[config.mk]
export PLATFORM = sky130hd
export DESIGN_NAME = bmt_move_ctrl
export DESIGN_NICKNAME = d
export VERILOG_FILES = /design/src/logic/bmt_pkg.sv /design/src/logic/bmt_term_match.sv /design/src/logic/bmt_move_ctrl.sv
export VERILOG_INCLUDE_DIRS = /design/src /design/src/logic
export SDC_FILE = /design/constraint.sdc
export NUM_CORES = 1
export LEC_CHECK = 0
export ABC_CLOCK_PERIOD_IN_PS = 7600
export BUFFER_PORTS_ARGS = -buffer_cell sky130_fd_sc_hd__buf_2
export CORE_UTILIZATION = 45
export CTS_CLUSTER_DIAMETER = 200
export CTS_CLUSTER_SIZE = 8
export DETAILED_ROUTE_END_ITERATION = 16
export GPL_ROUTABILITY_DRIVEN = 0
export PLACE_DENSITY_LB_ADDON = 0.1
export SYNTH_ARGS = -nofsm -noshare
export SYNTH_HDL_FRONTEND = slang
export SYNTH_HIERARCHICAL = 1
export SYNTH_SLANG_ARGS = --single-unit
export TNS_END_PERCENT = 5
[constraint.sdc]
create_clock -name core_clk -period 7.6 [get_ports core_clk]
set_clock_uncertainty 0.05 [all_clocks]
set_input_delay 1.14 -clock core_clk [delete_from_list [all_inputs] [get_ports core_clk]]
set_output_delay 1.14 -clock core_clk [all_outputs]
set_load 0.005 [all_outputs]
[src/logic/bmt_consts.svh]
// register offsets, field positions and reset values of the byte move controller
`ifndef BMT_CONSTS_SVH
`define BMT_CONSTS_SVH

`define BMT_OFF_CTRL 8'h00
`define BMT_OFF_STATUS 8'h04
`define BMT_OFF_IRQ_STATUS 8'h08
`define BMT_OFF_IRQ_MASK 8'h0c
`define BMT_OFF_SRC_START 8'h10
`define BMT_OFF_SRC_TERM_ADDR 8'h14
`define BMT_OFF_SRC_TERM_CHAR 8'h18
`define BMT_OFF_SRC_CUR 8'h1c
`define BMT_OFF_DST_START 8'h20
`define BMT_OFF_DST_TERM_ADDR 8'h24
`define BMT_OFF_DST_TERM_CHAR 8'h28
`define BMT_OFF_DST_CUR 8'h2c

`define BMT_ADDR_W 15
`define BMT_ADDR_ONLY_BIT 15
`define BMT_CTRL_GO_BIT 0
`define BMT_STAT_BUSY_BIT 0
`define BMT_STAT_END_SRC_BIT 1
`define BMT_STAT_END_DST_BIT 2
`define BMT_IRQ_IDLE_BIT 0
`define BMT_IRQ_DONE_BIT 1

`define BMT_RST_ADDR 15'h0000
`define BMT_RST_TERM 16'h0000
`define BMT_RST_CHAR 8'h00
`define BMT_RST_IRQ 2'h0
`define BMT_RESP_OKAY 2'h0
`define BMT_RESP_SLVERR 2'h2

`endif

[src/logic/bmt_pkg.sv]
// types shared by the byte move controller
package bmt_pkg;
  typedef enum logic [2:0] {
    st_idle = 3'b001,
    st_read = 3'b010,
    st_write = 3'b100
  } bmt_state_t;
endpackage

[src/logic/bmt_term_match.sv]
// termination comparator, one design used for both the source and destination side
`timescale 1ns/10ps
`include "bmt_consts.svh"
module bmt_term_match (
  input wire logic [14:0] cur_addr,
  input wire logic [15:0] term_addr,
  input wire logic [7:0] term_char,
  input wire logic [7:0] data,
  output logic addr_hit,
  output logic char_hit,
  output logic hit
);
  // every one of the 15 bits takes part in the compare
  assign addr_hit = (cur_addr == term_addr[14:0]);
  // full 8-bit compare, no character value is special
  assign char_hit = !term_addr[`BMT_ADDR_ONLY_BIT] && (data == term_char);
  assign hit = addr_hit || char_hit;
endmodule

[src/logic/bmt_move_ctrl.sv]
// byte string move controller with character/address termination and axi4-lite registers
//
// Decided for this implementation: the AXI4-Lite interface to the registers and the placing of the registers.
`timescale 1ns/10ps
`include "bmt_consts.svh"

module bmt_move_ctrl (
  input wire logic core_clk,
  input wire logic reset_n,
  input wire logic [7:0] s_axi_awaddr,
  input wire logic s_axi_awvalid,
  output logic s_axi_awready,
  input wire logic [31:0] s_axi_wdata,
  input wire logic [3:0] s_axi_wstrb,
  input wire logic s_axi_wvalid,
  output logic s_axi_wready,
  output logic [1:0] s_axi_bresp,
  output logic s_axi_bvalid,
  input wire logic s_axi_bready,
  input wire logic [7:0] s_axi_araddr,
  input wire logic s_axi_arvalid,
  output logic s_axi_arready,
  output logic [31:0] s_axi_rdata,
  output logic [1:0] s_axi_rresp,
  output logic s_axi_rvalid,
  input wire logic s_axi_rready,
  output logic mem_rd_req,
  output logic [14:0] mem_rd_addr,
  input wire logic mem_rd_ack,
  input wire logic [7:0] mem_rd_data,
  output logic mem_wr_req,
  output logic [14:0] mem_wr_addr,
  output logic [7:0] mem_wr_data,
  input wire logic mem_wr_ack,
  output logic irq
);
  logic rst_meta, rst_n;
  bmt_pkg::bmt_state_t state, next_state;
  logic aw_have, w_have, do_write, wr_mapped, rd_mapped, cmd_go, step_done, end_move;
  logic [7:0] wr_addr_q, src_term_char, dst_term_char, byte_q;
  logic [31:0] wr_data_q, rd_mux;
  logic [3:0] wr_strb_q;
  logic [14:0] src_start, src_cur, dst_start, dst_cur;
  logic [15:0] src_term_addr, dst_term_addr, wr_mask, wr_bits;
  logic end_src, end_dst;
  logic [1:0] irq_status, irq_mask, next_irq_status;
  logic src_hit, dst_hit, src_addr_hit, dst_addr_hit, src_char_hit, dst_char_hit;

  // strobes widened to a bit mask; bytes not strobed keep their old value
  assign wr_mask = {{8{wr_strb_q[1]}}, {8{wr_strb_q[0]}}};
  assign wr_bits = wr_data_q[15:0] & wr_mask;

  always_ff @(posedge core_clk or negedge reset_n) begin
    if (!reset_n) begin
      rst_meta <= 1'b0;
      rst_n <= 1'b0;
    end else begin
      rst_meta <= 1'b1;
      rst_n <= rst_meta;
    end
  end

  // write channel: address and data taken in either order, response after both
  always_ff @(posedge core_clk or negedge rst_n) begin
    if (!rst_n) begin
      aw_have <= 1'b0;
      w_have <= 1'b0;
      wr_addr_q <= 8'h00;
      wr_data_q <= 32'h0000_0000;
      wr_strb_q <= 4'h0;
      s_axi_awready <= 1'b0;
      s_axi_wready <= 1'b0;
      s_axi_bvalid <= 1'b0;
      s_axi_bresp <= `BMT_RESP_OKAY;
    end else begin
      if (s_axi_awvalid && s_axi_awready) begin
        aw_have <= 1'b1;
        wr_addr_q <= s_axi_awaddr;
        s_axi_awready <= 1'b0;
      end else if (!aw_have && !s_axi_bvalid) begin
        s_axi_awready <= 1'b1;
      end
      if (s_axi_wvalid && s_axi_wready) begin
        w_have <= 1'b1;
        wr_data_q <= s_axi_wdata;
        wr_strb_q <= s_axi_wstrb;
        s_axi_wready <= 1'b0;
      end else if (!w_have && !s_axi_bvalid) begin
        s_axi_wready <= 1'b1;
      end
      if (do_write) begin
        aw_have <= 1'b0;
        w_have <= 1'b0;
        s_axi_bvalid <= 1'b1;
        s_axi_bresp <= wr_mapped ? `BMT_RESP_OKAY : `BMT_RESP_SLVERR;
      end else if (s_axi_bvalid && s_axi_bready) begin
        s_axi_bvalid <= 1'b0;
      end
    end
  end

  assign do_write = aw_have && w_have && !s_axi_bvalid;
  // the map is one run of aligned words from ctrl up to the destination current address
  assign wr_mapped = (wr_addr_q <= `BMT_OFF_DST_CUR) && (wr_addr_q[1:0] == 2'h0);

  // move command, ignored while a move is running
  assign cmd_go = do_write && (wr_addr_q == `BMT_OFF_CTRL) && wr_strb_q[0]
                  && wr_data_q[`BMT_CTRL_GO_BIT] && (state == bmt_pkg::st_idle);

  // vectors are frozen during a move so the compare never sees a half-written value
  always_ff @(posedge core_clk or negedge rst_n) begin
    if (!rst_n) begin
      src_start <= `BMT_RST_ADDR;
      src_term_addr <= `BMT_RST_TERM;
      src_term_char <= `BMT_RST_CHAR;
      dst_start <= `BMT_RST_ADDR;
      dst_term_addr <= `BMT_RST_TERM;
      dst_term_char <= `BMT_RST_CHAR;
      irq_mask <= `BMT_RST_IRQ;
    end else if (do_write) begin
      if (wr_addr_q == `BMT_OFF_IRQ_MASK) begin
        irq_mask <= (irq_mask & ~wr_mask[1:0]) | wr_bits[1:0];
      end
      if (state == bmt_pkg::st_idle) begin
        case (wr_addr_q)
          `BMT_OFF_SRC_START: src_start <= (src_start & ~wr_mask[14:0]) | wr_bits[14:0];
          `BMT_OFF_SRC_TERM_ADDR: src_term_addr <= (src_term_addr & ~wr_mask) | wr_bits;
          `BMT_OFF_SRC_TERM_CHAR: src_term_char <= (src_term_char & ~wr_mask[7:0]) | wr_bits[7:0];
          `BMT_OFF_DST_START: dst_start <= (dst_start & ~wr_mask[14:0]) | wr_bits[14:0];
          `BMT_OFF_DST_TERM_ADDR: dst_term_addr <= (dst_term_addr & ~wr_mask) | wr_bits;
          `BMT_OFF_DST_TERM_CHAR: dst_term_char <= (dst_term_char & ~wr_mask[7:0]) | wr_bits[7:0];
          default: ;
        endcase
      end
    end
  end

  // read channel: one read at a time, answer one cycle after the address is taken
  always_comb begin
    rd_mapped = 1'b1;
    case (s_axi_araddr)
      `BMT_OFF_CTRL: rd_mux = 32'h0000_0000;
      `BMT_OFF_STATUS: rd_mux = {29'h0, end_dst, end_src, state != bmt_pkg::st_idle};
      `BMT_OFF_IRQ_STATUS: rd_mux = {30'h0, irq_status};
      `BMT_OFF_IRQ_MASK: rd_mux = {30'h0, irq_mask};
      `BMT_OFF_SRC_START: rd_mux = {17'h0, src_start};
      `BMT_OFF_SRC_TERM_ADDR: rd_mux = {16'h0, src_term_addr};
      `BMT_OFF_SRC_TERM_CHAR: rd_mux = {24'h0, src_term_char};
      `BMT_OFF_SRC_CUR: rd_mux = {17'h0, src_cur};
      `BMT_OFF_DST_START: rd_mux = {17'h0, dst_start};
      `BMT_OFF_DST_TERM_ADDR: rd_mux = {16'h0, dst_term_addr};
      `BMT_OFF_DST_TERM_CHAR: rd_mux = {24'h0, dst_term_char};
      `BMT_OFF_DST_CUR: rd_mux = {17'h0, dst_cur};
      default: begin
        rd_mux = 32'h0000_0000;
        rd_mapped = 1'b0;
      end
    endcase
  end

  always_ff @(posedge core_clk or negedge rst_n) begin
    if (!rst_n) begin
      s_axi_arready <= 1'b0;
      s_axi_rvalid <= 1'b0;
      s_axi_rdata <= 32'h0000_0000;
      s_axi_rresp <= `BMT_RESP_OKAY;
    end else begin
      if (s_axi_arvalid && s_axi_arready) begin
        s_axi_arready <= 1'b0;
        s_axi_rvalid <= 1'b1;
        s_axi_rdata <= rd_mux;
        s_axi_rresp <= rd_mapped ? `BMT_RESP_OKAY : `BMT_RESP_SLVERR;
      end else if (s_axi_rvalid && s_axi_rready) begin
        s_axi_rvalid <= 1'b0;
      end else if (!s_axi_rvalid) begin
        s_axi_arready <= 1'b1;
      end
    end
  end

  // one comparator design serves both sides
  bmt_term_match u_src_match (
    .cur_addr(src_cur),
    .term_addr(src_term_addr),
    .term_char(src_term_char),
    .data(byte_q),
    .addr_hit(src_addr_hit),
    .char_hit(src_char_hit),
    .hit(src_hit)
  );

  // destination character is matched against the byte taken from the source
  bmt_term_match u_dst_match (
    .cur_addr(dst_cur),
    .term_addr(dst_term_addr),
    .term_char(dst_term_char),
    .data(byte_q),
    .addr_hit(dst_addr_hit),
    .char_hit(dst_char_hit),
    .hit(dst_hit)
  );

  assign step_done = (state == bmt_pkg::st_write) && mem_wr_ack;
  assign end_move = step_done && (src_hit || dst_hit);

  always_comb begin
    next_state = state;
    case (state)
      bmt_pkg::st_idle: begin
        if (cmd_go) begin
          next_state = bmt_pkg::st_read;
        end
      end
      bmt_pkg::st_read: begin
        if (mem_rd_ack) begin
          next_state = bmt_pkg::st_write;
        end
      end
      bmt_pkg::st_write: begin
        if (end_move) begin
          next_state = bmt_pkg::st_idle;
        end else if (mem_wr_ack) begin
          next_state = bmt_pkg::st_read;
        end
      end
      default: next_state = bmt_pkg::st_idle;
    endcase
  end

  always_ff @(posedge core_clk or negedge rst_n) begin
    if (!rst_n) begin
      state <= bmt_pkg::st_idle;
    end else begin
      state <= next_state;
    end
  end

  // current addresses stay on the byte that ended the move
  always_ff @(posedge core_clk or negedge rst_n) begin
    if (!rst_n) begin
      src_cur <= `BMT_RST_ADDR;
      dst_cur <= `BMT_RST_ADDR;
    end else if (cmd_go) begin
      src_cur <= src_start;
      dst_cur <= dst_start;
    end else if (step_done && !end_move) begin
      src_cur <= src_cur + 15'h0001;
      dst_cur <= dst_cur + 15'h0001;
    end
  end

  // memory side: request held until acknowledged
  always_ff @(posedge core_clk or negedge rst_n) begin
    if (!rst_n) begin
      mem_rd_req <= 1'b0;
      mem_rd_addr <= `BMT_RST_ADDR;
      mem_wr_req <= 1'b0;
      mem_wr_addr <= `BMT_RST_ADDR;
      mem_wr_data <= 8'h00;
      byte_q <= 8'h00;
    end else begin
      if (cmd_go) begin
        mem_rd_req <= 1'b1;
        mem_rd_addr <= src_start;
      end else if (state == bmt_pkg::st_read && mem_rd_ack) begin
        mem_rd_req <= 1'b0;
        byte_q <= mem_rd_data;
        mem_wr_req <= 1'b1;
        mem_wr_addr <= dst_cur;
        mem_wr_data <= mem_rd_data;
      end else if (step_done) begin
        mem_wr_req <= 1'b0;
        mem_rd_req <= !end_move;
        mem_rd_addr <= src_cur + 15'h0001;
      end
    end
  end

  // which side ended the last move; both may be set
  always_ff @(posedge core_clk or negedge rst_n) begin
    if (!rst_n) begin
      end_src <= 1'b0;
      end_dst <= 1'b0;
    end else if (cmd_go) begin
      end_src <= 1'b0;
      end_dst <= 1'b0;
    end else if (end_move) begin
      end_src <= src_hit;
      end_dst <= dst_hit;
    end
  end

  // sticky bits, write one to clear; a set in the same cycle wins
  always_comb begin
    next_irq_status = irq_status;
    if (do_write && wr_addr_q == `BMT_OFF_IRQ_STATUS && wr_strb_q[0]) begin
      next_irq_status = irq_status & ~wr_data_q[1:0];
    end
    if (next_state == bmt_pkg::st_idle) begin
      next_irq_status[`BMT_IRQ_IDLE_BIT] = 1'b1;
    end
    if (end_move) begin
      next_irq_status[`BMT_IRQ_DONE_BIT] = 1'b1;
    end
  end

  always_ff @(posedge core_clk or negedge rst_n) begin
    if (!rst_n) begin
      irq_status <= `BMT_RST_IRQ;
      irq <= 1'b0;
    end else begin
      irq_status <= next_irq_status;
      irq <= |(next_irq_status & irq_mask) && (next_state == bmt_pkg::st_idle);
    end
  end
endmodule

# Word level (Yosys, flattened, before mapping)
# Cells that the tools add are included.
[word_totals] regBits=229 inputBits=69 output_inout_bits=82 word_cells=193
[op_classes] addsub=2 magnitude_cmp=1 n_eq_ne=31 mux=43 bitwise_logic=23 n_reduce_logical=59
[op_table] operator="$pmux 16 s11" count=1
[op_table] operator="$mux 15" count=7
[op_table] operator="$eq 8x5->1 const B" count=7
[op_table] operator="$eq 8x6->1 const B" count=7
[op_table] operator="$and 16x16->16" count=3
[op_table] operator="$eq 8x4->1 const B" count=4
[op_table] operator="$or 16x16->16" count=2
[op_table] operator="$add 15x1->15 const B" count=2
[op_table] operator="$and 15x15->15" count=2
[op_table] operator="$eq 15x15->1" count=2
[op_table] operator="$or 15x15->15" count=2
[op_table] operator="$mux 1" count=27
[op_table] operator="$logic_and 1x1->1" count=23
[op_table] operator="$reduce_bool 2->1" count=10
[op_table] operator="$reduce_and 3->1" count=6
[op_table] operator="$and 8x8->8" count=2
[op_table] operator="$eq 8x8->1" count=2
[op_table] operator="$logic_not 8->1" count=2
[op_table] operator="$not 16->16" count=1
[op_table] operator="$or 8x8->8" count=2
[op_table] operator="$not 15->15" count=1
[op_table] operator="$mux 3" count=4
[op_table] operator="$reduce_or 12->1" count=1
[op_table] operator="$reduce_and 2->1" count=5
[op_table] operator="20 further kinds" count=34

# Depth between registers and ports, before layout
# Gate-level depths: netlist of run 1.
[depth] word_depth=13 ltp_mapped=11 depth_no_buf=9

# Cells and area by module
# The synthesis of run 1 kept the hierarchy.
[modules_own_cells] module="bmt_move_ctrl" n_inst=1 cells_per_inst=857 area_per_inst_um2=9952.0 seq_area_each_um2=5281.3
[modules_own_cells] module="bmt_term_match" n_inst=2 cells_per_inst=33 area_per_inst_um2=271.5 seq_area_each_um2=0.0

# Worst setup path after synthesis of run 1
# Ideal clock, no wire load.
[synth_timing] path_kind="input-to-reg" start="input port s_axi_araddr[2]" end="register s_axi_rdata[2]" setup_time_ns=0.132 arrival_time_ns=2.814 required_ns=7.418 slack_ns=4.604 cell_stages=6 path_cell_list="clkbuf_1 > buf_1 > clkbuf_1 > mux4_2 > a32oi_1 > o21ai_0"
[synth_between] elab_chain_cells=2 word_cells_on_any_way=12
[synth_lines] element="from (decl)" line="bmt_move_ctrl.sv:20" rtl="input wire logic [7:0] s_axi_araddr,"
[synth_lines] element="$eq 8x6->1, or another cell as far along" line="bmt_move_ctrl.sv:141" rtl="case (s_axi_araddr)"
[synth_lines] element="$pmux 16 s11 *" line="bmt_move_ctrl.sv:141"
[synth_lines] element="to (signal assigned)" line="bmt_move_ctrl.sv:171" rtl="s_axi_rdata <= rd_mux;"
[synth_lines] element="to (decl)" line="bmt_move_ctrl.sv:23" rtl="output logic [31:0] s_axi_rdata,"
# Every way passes the cells marked *; elsewhere a longest branch is shown, timed or not.
# A chain may end at the register's enable or synchronous reset.

# Worst setup path after layout of run 1
[layout_timing] start="register dst_cur[8]" end="register dst_cur[6]"
[layout_between] elab_chain_cells=7
[layout_lines] element="from (decl)" line="bmt_move_ctrl.sv:43" rtl="logic [14:0] src_start, src_cur, dst_start, dst_cur;"
[layout_lines] element="from (signal assigned)" line="bmt_move_ctrl.sv:242" rtl="dst_cur <= `BMT_RST_ADDR;"
[layout_lines] element="from (signal assigned)" line="bmt_move_ctrl.sv:245" rtl="dst_cur <= dst_start;"
[layout_lines] element="from (signal assigned)" line="bmt_move_ctrl.sv:248" rtl="dst_cur <= dst_cur + 15'h0001;"
[layout_lines] element="$eq 15x15->1" line="bmt_term_match.sv:14" rtl="assign addr_hit = (cur_addr == term_addr[14:0]);"
[layout_lines] element="$logic_or 1x1->1" line="bmt_term_match.sv:17" rtl="assign hit = addr_hit || char_hit;"
[layout_lines] element="net dst_hit" line="bmt_move_ctrl.sv:47" rtl="logic src_hit, dst_hit, src_addr_hit, dst_addr_hit, src_char_hit, dst_char_hit;"
[layout_lines] element="$logic_or 1x1->1" line="bmt_move_ctrl.sv:204" rtl="assign end_move = step_done && (src_hit || dst_hit);"
[layout_lines] element="$logic_and 1x1->1" line="bmt_move_ctrl.sv:204"
[layout_lines] element="$logic_not 1->1" line="bmt_move_ctrl.sv:246" rtl="end else if (step_done && !end_move) begin"
[layout_lines] element="$logic_and 1x1->1" line="bmt_move_ctrl.sv:246"
[layout_lines] element="$reduce_bool 2->1 (no source line)"
# The timed path passes the listed nets, and every way through them passes these cells.

==> metrics.cfg, run 1 <==
[detailed_routing]
antenna_left=0
wire_per_inst_microns=20.3
routed_wirelength_microns=27500
drtPass1Iterations=6
viasPerCell=5.50
drc_errors=0
drtIter0Drc=547
vias=7450

[clock_tree]
cts_tree=built
cts.hold.buffers_added=0
worstSkewPairLatency_ns=0.53
cts_resized=0
post-cts-setup-buffer-count=0
root_buffer=clkbuf_16
clk_pin_slew_ns=0.05
cts_buffers=30
clockBufferDepth=3
htree_levels=1
cts.sinks=211

[floorplanning]
die_w_microns=155
die_area_sq_um=23900
core_sq_um=22800
die_height_microns=155
ios=151
initial_utilization=0.460
rows=55

[sta]
fin_ws_ns=4.23
fmax_ghz=0.297
setup_tns_ns=0
fin_crit_sh=0.443
setup_viol=0
drv_slew=0
fin_crit_ns=3.37
worst_pin_slew_ns=1.04
hold_viol_final=0
slew_headroom=0.307
rsz0062_at_grt=false

[worst_setup_path]
worstPathArrival_ns=3.68
r2r_cells=9
end_kind=flop
rrSetupSlack_ns=4.23
criticalPathCategory=flop to flop
critPathMaxFanout=20
worstReg2RegEnd=dst_cur[6]
rr_startpoint=dst_cur[8]
required_ns=7.91
cp-start-kind=flop

[layout]
synthToLayoutAreaGrowth_pct=15.7
final_common_cell=dfrtp_1
layout.nets=1100
num_antenna_cells=0
drive_above_1_share=0.305
final_cell_mix=dfrtp_1, mux2_2, buf_2

[power]
seqPwrFrac=0.469
p_leak_nw=5.46
ir_drop_uv=207
swShare=0.310
powerDensity_nw_per_um2=282
p_comb_frac=0.180
switchingPower_mw=1.06
clockPowerShare=0.351
internal_power_mw=2.36

[min_path]
hold_class=flop to flop
min_from=rst_meta
worst_hold_path.endpoint=rst_n
min_path_cells=0

[grt]
grt_max_degree=145
use_met3=0.0353
grt_overflow=0
grt_pass1_vias=7302
use_met2=0.361
track_usage=0.236
grt_pass1_wl_microns=43200
grt.busiest_layer=met2
antenna_found_initial=0
use_met1=0.350

[placed_design]
dp_slack_ns=4.06
io_buffers=114
hpwl_microns=19300

[outcome]
status=completed

[run]
max_cap_viol_count=0

[synth]
synth_area_per_cell_sq_um=11.4
syn_inst=921
yosys_warnings=6
syn_area_sq_um=10500

[area by class of cell]
class	count	area, sq um
Tap cell	313	392
Timing Repair Buffer	121	636
Inverter	13	48.8
Multi-Input combinational cell	652	4940
Fill cell	2031	10600
Clock inverter	1	7.51
Sequential cell	211	5290
Clock buffer	44	825
[layer usage]
metal  vias up  wire, microns
li1       3490              -
met1      3662          13100
met2       247          12300
met3        51           1480
met4         0            592
met5         -              0
[power by group through the flow]
stage	Clock, mW	Sequential (mW)	Combinational (mW)
2_1_floorplan	0	1.49	0.477
3_3_place_gp	0	1.62	0.611
3_5_place_dp	0	1.62	0.618
4_1_cts	1.23	1.60	0.623
5_1_grt	1.28	1.64	0.688
6_report	1.20	1.60	0.617
[critical path: stages (launching register included)]
cell and delay [ns]:
dfrtp_1 0.50, xor2_1 0.20, nor4_1 0.51, nand2_1 0.12, o21bai_1 0.56, nor2_1 0.14
nand2_1 0.69, nor3_1 0.18, xnor2_1 0.18, a21oi_1 0.08
[stage by stage]
step / util / instances / power [mW] / hold slack (ns) / instance area, sq um
2_1_floorplan: - / 938 / 1.97 / 0.281 / 10600
3_3_place_gp: 0.496 / 1310 / 2.23 / 0.285 / 11300
3_5_place_dp: 0.496 / 1310 / 2.24 / 0.291 / 11300
4_1_cts: 0.533 / 1355 / 3.45 / 0.312 / 12100
5_1_grt: 0.533 / 1355 / 3.61 / 0.317 / 12100
6_report: 0.533 / 1355 / 3.42 / 0.314 / 12100
[how the worst max path moves through the flow]
stage               start                         end  slack (ns)  depth (start not counted)
2_1_floorplan       rst_n  asynchronous set/reset pin        1.24                          0
3_3_place_gp   mem_wr_ack                  dst_cur[0]        4.06                          6
3_5_place_dp   mem_wr_ack                  dst_cur[8]        4.06                          7
4_1_cts        dst_cur[8]                  dst_cur[6]        4.29                          9
5_1_grt        dst_cur[8]                  dst_cur[5]        4.16                          9
6_report       dst_cur[8]                  dst_cur[6]        4.23                          9
Note: power is estimated with default switching activity, not from simulation.
==> run 2: changes to the inputs <==
ABC_CLOCK_PERIOD_IN_PS = 2800   (was 7600)
clock period = 2.8 ns   (was 7.6 ns; I/O delays follow)
==> run 2 against run 1 <==
Routed wire length up 1.7%. Sequential cell count unchanged. Clock power rose to 2.7 times the previous value. Register-to-register slack worse by 4.0 ns. Cell count up 4.1%. Non-clock buffer count up 55. Sequential share of layout area down 1.6 points. Worst hold slack worse by 0.28 ns. Final area up 3.8%. Combinational power rose to 3.1 times the previous value. Maximum frequency up 31%. Setup slack worse by 4.0 ns.
==> metrics.cfg, run 2 (same netlist as run 1, synthesis figures left out) <==
[clock_tree]
cts.sinks=211  ; unchanged
cts.hold.buffers_added=2  ; was 0
cts_buffers=30  ; unchanged
htree_levels=1  ; unchanged
worstSkewPairLatency_ns=0.54  ; was 0.53 ns
cts_resized=0  ; unchanged
clockBufferDepth=3  ; unchanged
cts_tree=built  ; unchanged
post-cts-setup-buffer-count=0  ; unchanged
root_buffer=clkbuf_16  ; unchanged
clk_pin_slew_ns=0.05  ; about the same

[placed_design]
dpl-instance-area_sq_um=11700  ; was 11300 sq um
hpwl_microns=20600  ; was 19300 microns
io_buffers=114  ; unchanged
dp_slack_ns=0.220  ; was 4.06 ns

[floorplanning]
die_height_microns=155  ; unchanged
rows=55  ; unchanged
die_w_microns=155  ; unchanged
core_sq_um=22800  ; unchanged
initial_utilization=0.460  ; unchanged
ios=151  ; unchanged
die_area_sq_um=23900  ; unchanged

[sta]
fmax_ghz=0.388  ; was 0.297 GHz
rsz0062_at_grt=false  ; unchanged
setup_tns_ns=0  ; unchanged
hold_viol_final=0  ; unchanged
fin_crit_ns=2.58  ; was 3.37 ns
worst_pin_slew_ns=0.732  ; was 1.04 ns
setup_viol=0  ; unchanged
fin_ws_ns=0.223  ; was 4.23 ns
drv_slew=0  ; unchanged
fin_crit_sh=0.921  ; was 0.443
slew_headroom=0.512  ; was 0.307

[detailed_routing]
routed_wirelength_microns=27900  ; was 27500 microns
drc_errors=0  ; unchanged
antenna_left=0  ; unchanged
drtPass1Iterations=4  ; was 6
vias=7621  ; was 7450
drtIter0Drc=355  ; was 547
viasPerCell=5.40  ; was 5.50
wire_per_inst_microns=19.8  ; was 20.3 microns

[worst_setup_path]
slowest_delay_ns=0.63  ; was 0.69 ns
cp_cell_sequence=or4_1 > or4_1 > or2_1 > mux2_4  ; was xor2_1 > nor4_1 > nand2_1 > o21bai_1 > nor2_1 > nand2_1 > nor3_1 > xnor2_1 > a21oi_1
end_kind=flop  ; unchanged
worstPathArrival_ns=2.94  ; was 3.68 ns
crit_top_cell=or4_1  ; was nand2_1
required_ns=3.17  ; was 7.91 ns
criticalPathCategory=flop to flop  ; unchanged
slowest_stage=or4_1  ; was nand2_1
cp-start-kind=flop  ; unchanged
critPathMaxFanout=8  ; was 20

[layout]
synthToLayoutAreaGrowth_pct=20.1  ; was 15.7%
layout.nets=1155  ; was 1100
final_area_sq_um=12600  ; was 12100 sq um
num_antenna_cells=0  ; unchanged
final_cell_mix=dfrtp_1, mux2_2, buf_2  ; unchanged
drive_above_1_share=0.338  ; was 0.305
final_common_cell=dfrtp_1  ; unchanged

[run]
max_cap_viol_count=0  ; unchanged

[grt]
antenna_found_initial=0  ; unchanged
grt_pass1_wl_microns=44300  ; was 43200 microns
track_usage=0.244  ; was 0.236
grt_overflow=0  ; unchanged
grt_max_degree=56  ; was 145
grt_pass1_vias=7623  ; was 7302

[power]
p_total_mw=9.42  ; was 3.42 mW
ir_drop_uv=633  ; was 207 uV
powerDensity_nw_per_um2=748  ; was 282 nW/um^2
p_leak_nw=5.74  ; was 5.46 nW

[min_path]
hold_class=primary input to flop  ; was flop to flop

[outcome]
status=completed  ; unchanged

## run 2: cell count changes in the layout (fill, tap and decap cells not counted)
cell / previous run / this run
buf_12: 1 / 5
nor3_2: 0 / 1
dlygate4sd3_1: 0 / 2
buf_4: 6 / 55
clkbuf_1: 13 / 14
nor3_4: 1 / 0
## run 2: power by group
group / internal, mW / total [mW] / switching, mW
clock network: 1.99 / 3.25 / 1.26
logic: 0.966 / 1.92 / 0.951
registers: 3.56 / 4.25 / 0.694
total: 6.52 / 9.42 / 2.91
## run 2: final timing paths
path,depth (start not counted),slack [ns],startpoint,endpoint
worst max-delay path,4,0.22,wr_addr_q[1],flop
worst min-delay path,2,0.03,s_axi_rready,s_axi_rvalid
worst max register to register,4,0.22,wr_addr_q[1],flop
min in group asynchronous,2,0.14,reset_n,rst_n
worst min register to register,0,0.25,rst_n,asynchronous set/reset pin
max in group asynchronous,1,1.67,rst_n,asynchronous set/reset pin
## run 2: through the flow
| stage | util | hold slack [ns] | instances |
|---|---|---|---|
| 5_1_grt | 0.553 | 0.0239 | 1411 |
| 3_3_place_gp | 0.516 | 0.157 | 1363 |
| 6_report | 0.553 | 0.0325 | 1411 |
| 3_5_place_dp | 0.516 | 0.157 | 1363 |
| 2_1_floorplan | - | 0.0744 | 938 |
| 4_1_cts | 0.553 | 0.0213 | 1411 |
## run 2: final cells by class
class	instances	area [sq um]
repair buffers	176	1100
flip-flops and latches	211	5290
fillers	2011	10200
multi-input cells	652	4930
inverters	13	48.8
well taps	313	392
clock buffers	45	828
clock inverters	1	7.51
## run 2: layer usage
layer,wire length (microns),share of wire,track usage,up-vias
met3,1240,0.044,0.0342,34
met4,582,0.021,0.0660,0
met1,13600,0.49,0.358,3791
li1,-,-,-,3601
met2,12500,0.45,0.376,195
met5,0,0,0,-
## run 2: critical path, delay by kind of cell, from the launching register on
kind | cells | cell delay [ns]
mux | 1 | 0.37
flops | 1 | 0.36
simple gates | 3 | 1.68
==> run 3: changes to the inputs <==
CTS_BUF_LIST = sky130_fd_sc_hd__clkbuf_2 sky130_fd_sc_hd__clkbuf_4 sky130_fd_sc_hd__clkbuf_8   (was default)
==> run 3 against run 2 <==
Maximum frequency increased by 0.18%. Combinational power about the same. Sequential cell count unchanged. Register-to-register slack about the same. Routed wire length decreased by 0.40%. Power decreased by 10%. Sequential power about the same. Utilization decreased by 0.82 points. Final area decreased by 1.5%.
==> metrics.cfg, run 3 (same netlist as run 1, synthesis figures left out) <==
[outcome]
status=completed  ; unchanged

[worst_setup_path]
worstPathArrival_ns=2.97  ; was 2.94 ns
slowest_delay_ns=0.63  ; about the same
rrSetupSlack_ns=0.23  ; was 0.22 ns
required_ns=3.19  ; was 3.17 ns
critPathMaxFanout=8  ; unchanged
cp_cell_sequence=or4_1 > or4_1 > or2_1 > mux2_4  ; unchanged
crit_top_cell=or4_1  ; unchanged
cp-start-kind=flop  ; unchanged
end_kind=flop  ; unchanged
criticalPathCategory=flop to flop  ; unchanged
slowest_stage=or4_1  ; unchanged

[min_path]
hold_class=primary input to flop  ; unchanged

[detailed_routing]
drtPass1Iterations=5  ; was 4
routed_wirelength_microns=27800  ; was 27900 microns
drtIter0Drc=387  ; was 355
vias=7616  ; was 7621
drc_errors=0  ; unchanged
viasPerCell=5.36  ; was 5.40
wire_per_inst_microns=19.6  ; was 19.8 microns
antenna_left=0  ; unchanged

[sta]
setup_viol=0  ; unchanged
rsz0062_at_grt=false  ; unchanged
hold_viol_final=0  ; unchanged
setup_tns_ns=0  ; unchanged
holdWs_ns=0.0347  ; was 0.0325 ns
drv_slew=0  ; unchanged
fin_crit_ns=2.57  ; was 2.58 ns
fmax_ghz=0.389  ; was 0.388 GHz
fin_crit_sh=0.919  ; was 0.921
worst_pin_slew_ns=0.713  ; was 0.732 ns
slew_headroom=0.520  ; was 0.512

[power]
p_comb_frac=0.227  ; was 0.203
ir_drop_uv=437  ; was 633 uV
powerDensity_nw_per_um2=684  ; was 748 nW/um^2
swShare=0.326  ; was 0.308
seqPwrFrac=0.500  ; was 0.451
clockPowerShare=0.273  ; was 0.345
switchingPower_mw=2.77  ; was 2.91 mW
p_leak_nw=5.67  ; was 5.74 nW
internal_power_mw=5.72  ; was 6.52 mW

[layout]
multi_input_area_sq_um=4930  ; unchanged
seqCellArea_sq_um=5290  ; unchanged
num_antenna_cells=0  ; unchanged
final_cell_mix=dfrtp_1, mux2_2, buf_2  ; unchanged
nFillCells=2043  ; was 2011
final_common_cell=dfrtp_1  ; unchanged
drive_above_1_share=0.347  ; was 0.338
layout.nets=1166  ; was 1155
synthToLayoutAreaGrowth_pct=18.3  ; was 20.1%

[floorplanning]
die_area_sq_um=23900  ; unchanged
die_height_microns=155  ; unchanged
rows=55  ; unchanged
core_sq_um=22800  ; unchanged
die_w_microns=155  ; unchanged
initial_utilization=0.460  ; unchanged
ios=151  ; unchanged

[placed_design]
hpwl_microns=20600  ; unchanged
io_buffers=114  ; unchanged

[clock_tree]
clk_pin_slew_ns=0.06  ; was 0.05 ns
cts.sinks=211  ; unchanged
root_buffer=clkbuf_8  ; was clkbuf_16
cts_tree=built  ; unchanged
worstSkewPairLatency_ns=0.57  ; was 0.54 ns
htree_levels=1  ; unchanged
cts_buffers=30  ; unchanged
clockBufferDepth=3  ; unchanged
post-cts-setup-buffer-count=0  ; unchanged

[run]
max_cap_viol_count=0  ; unchanged

[grt]
antenna_found_initial=0  ; unchanged
grt_pass1_vias=7627  ; was 7623
grt_max_degree=56  ; unchanged
track_usage=0.243  ; was 0.244
grt_overflow=0  ; unchanged
grt_pass1_wl_microns=44300  ; about the same

[run 3: what timing repair did]
item	in CTS	in global routing
resized for setup	0	0
hold buffers	13	0
hold endpoints to repair	14	0
[run 3: per-stage QoR]
stage / area, sq um / cells / total power, mW / utilization / setup WS (ns)
floorplan: 10600 / 938 / 5.35 / - / 0.388
global placement: 11700 / 1363 / 6.19 / 0.516 / 0.243
detailed placement: 11700 / 1363 / 6.21 / 0.516 / 0.220
CTS: 12400 / 1422 / 8.59 / 0.545 / 0.220
global route: 12400 / 1422 / 9.01 / 0.545 / 0.120
finish: 12400 / 1422 / 8.48 / 0.545 / 0.227
[run 3: final cells by class]
type                       instances  share of cell area
sequential                       211               0.426
multi-input combinational        652               0.397
timing repair buffer             187              0.0978
clock buffer                      45              0.0428
tap                              313              0.0316
inverter                          13             0.00393
clock inverter                     1            0.000605
[run 3: power by group through the flow]
stage	clock network (mW)	logic [mW]	registers, mW
CTS	2.40	1.94	4.24
global route	2.54	2.15	4.33
floorplan	0	1.30	4.06
detailed placement	0	1.92	4.30
global placement	0	1.90	4.29
finish	2.31	1.93	4.24
[run 3: routing by layer]
metal,vias up,global-route usage,part of all wire
li1,3615,-,-
met2,203,0.373,0.45
met1,3758,0.362,0.48
met3,40,0.0345,0.051
met5,-,0,0
met4,0,0.0622,0.022
[run 3: path summary, 6_finish.rpt]
check | start | to | cells after the start
max in group asynchronous | rst_n | byte_q[3] | 1
hold reg to reg | rst_n | asynchronous set/reset pin | 0
hold / removal | s_axi_wdata[3] | wr_data_q[3] | 2
setup / recovery | wr_addr_q[1] | flop | 4
min in group asynchronous | reset_n | rst_n | 2
setup reg to reg | wr_addr_q[1] | flop | 4
[run 3: worst max-delay path, delay by kind of cell, from the launching register on]
kind | cells | cell delay [ns]
AND/OR/NAND/NOR | 3 | 1.67
flip-flops | 1 | 0.37
multiplexers | 1 | 0.37
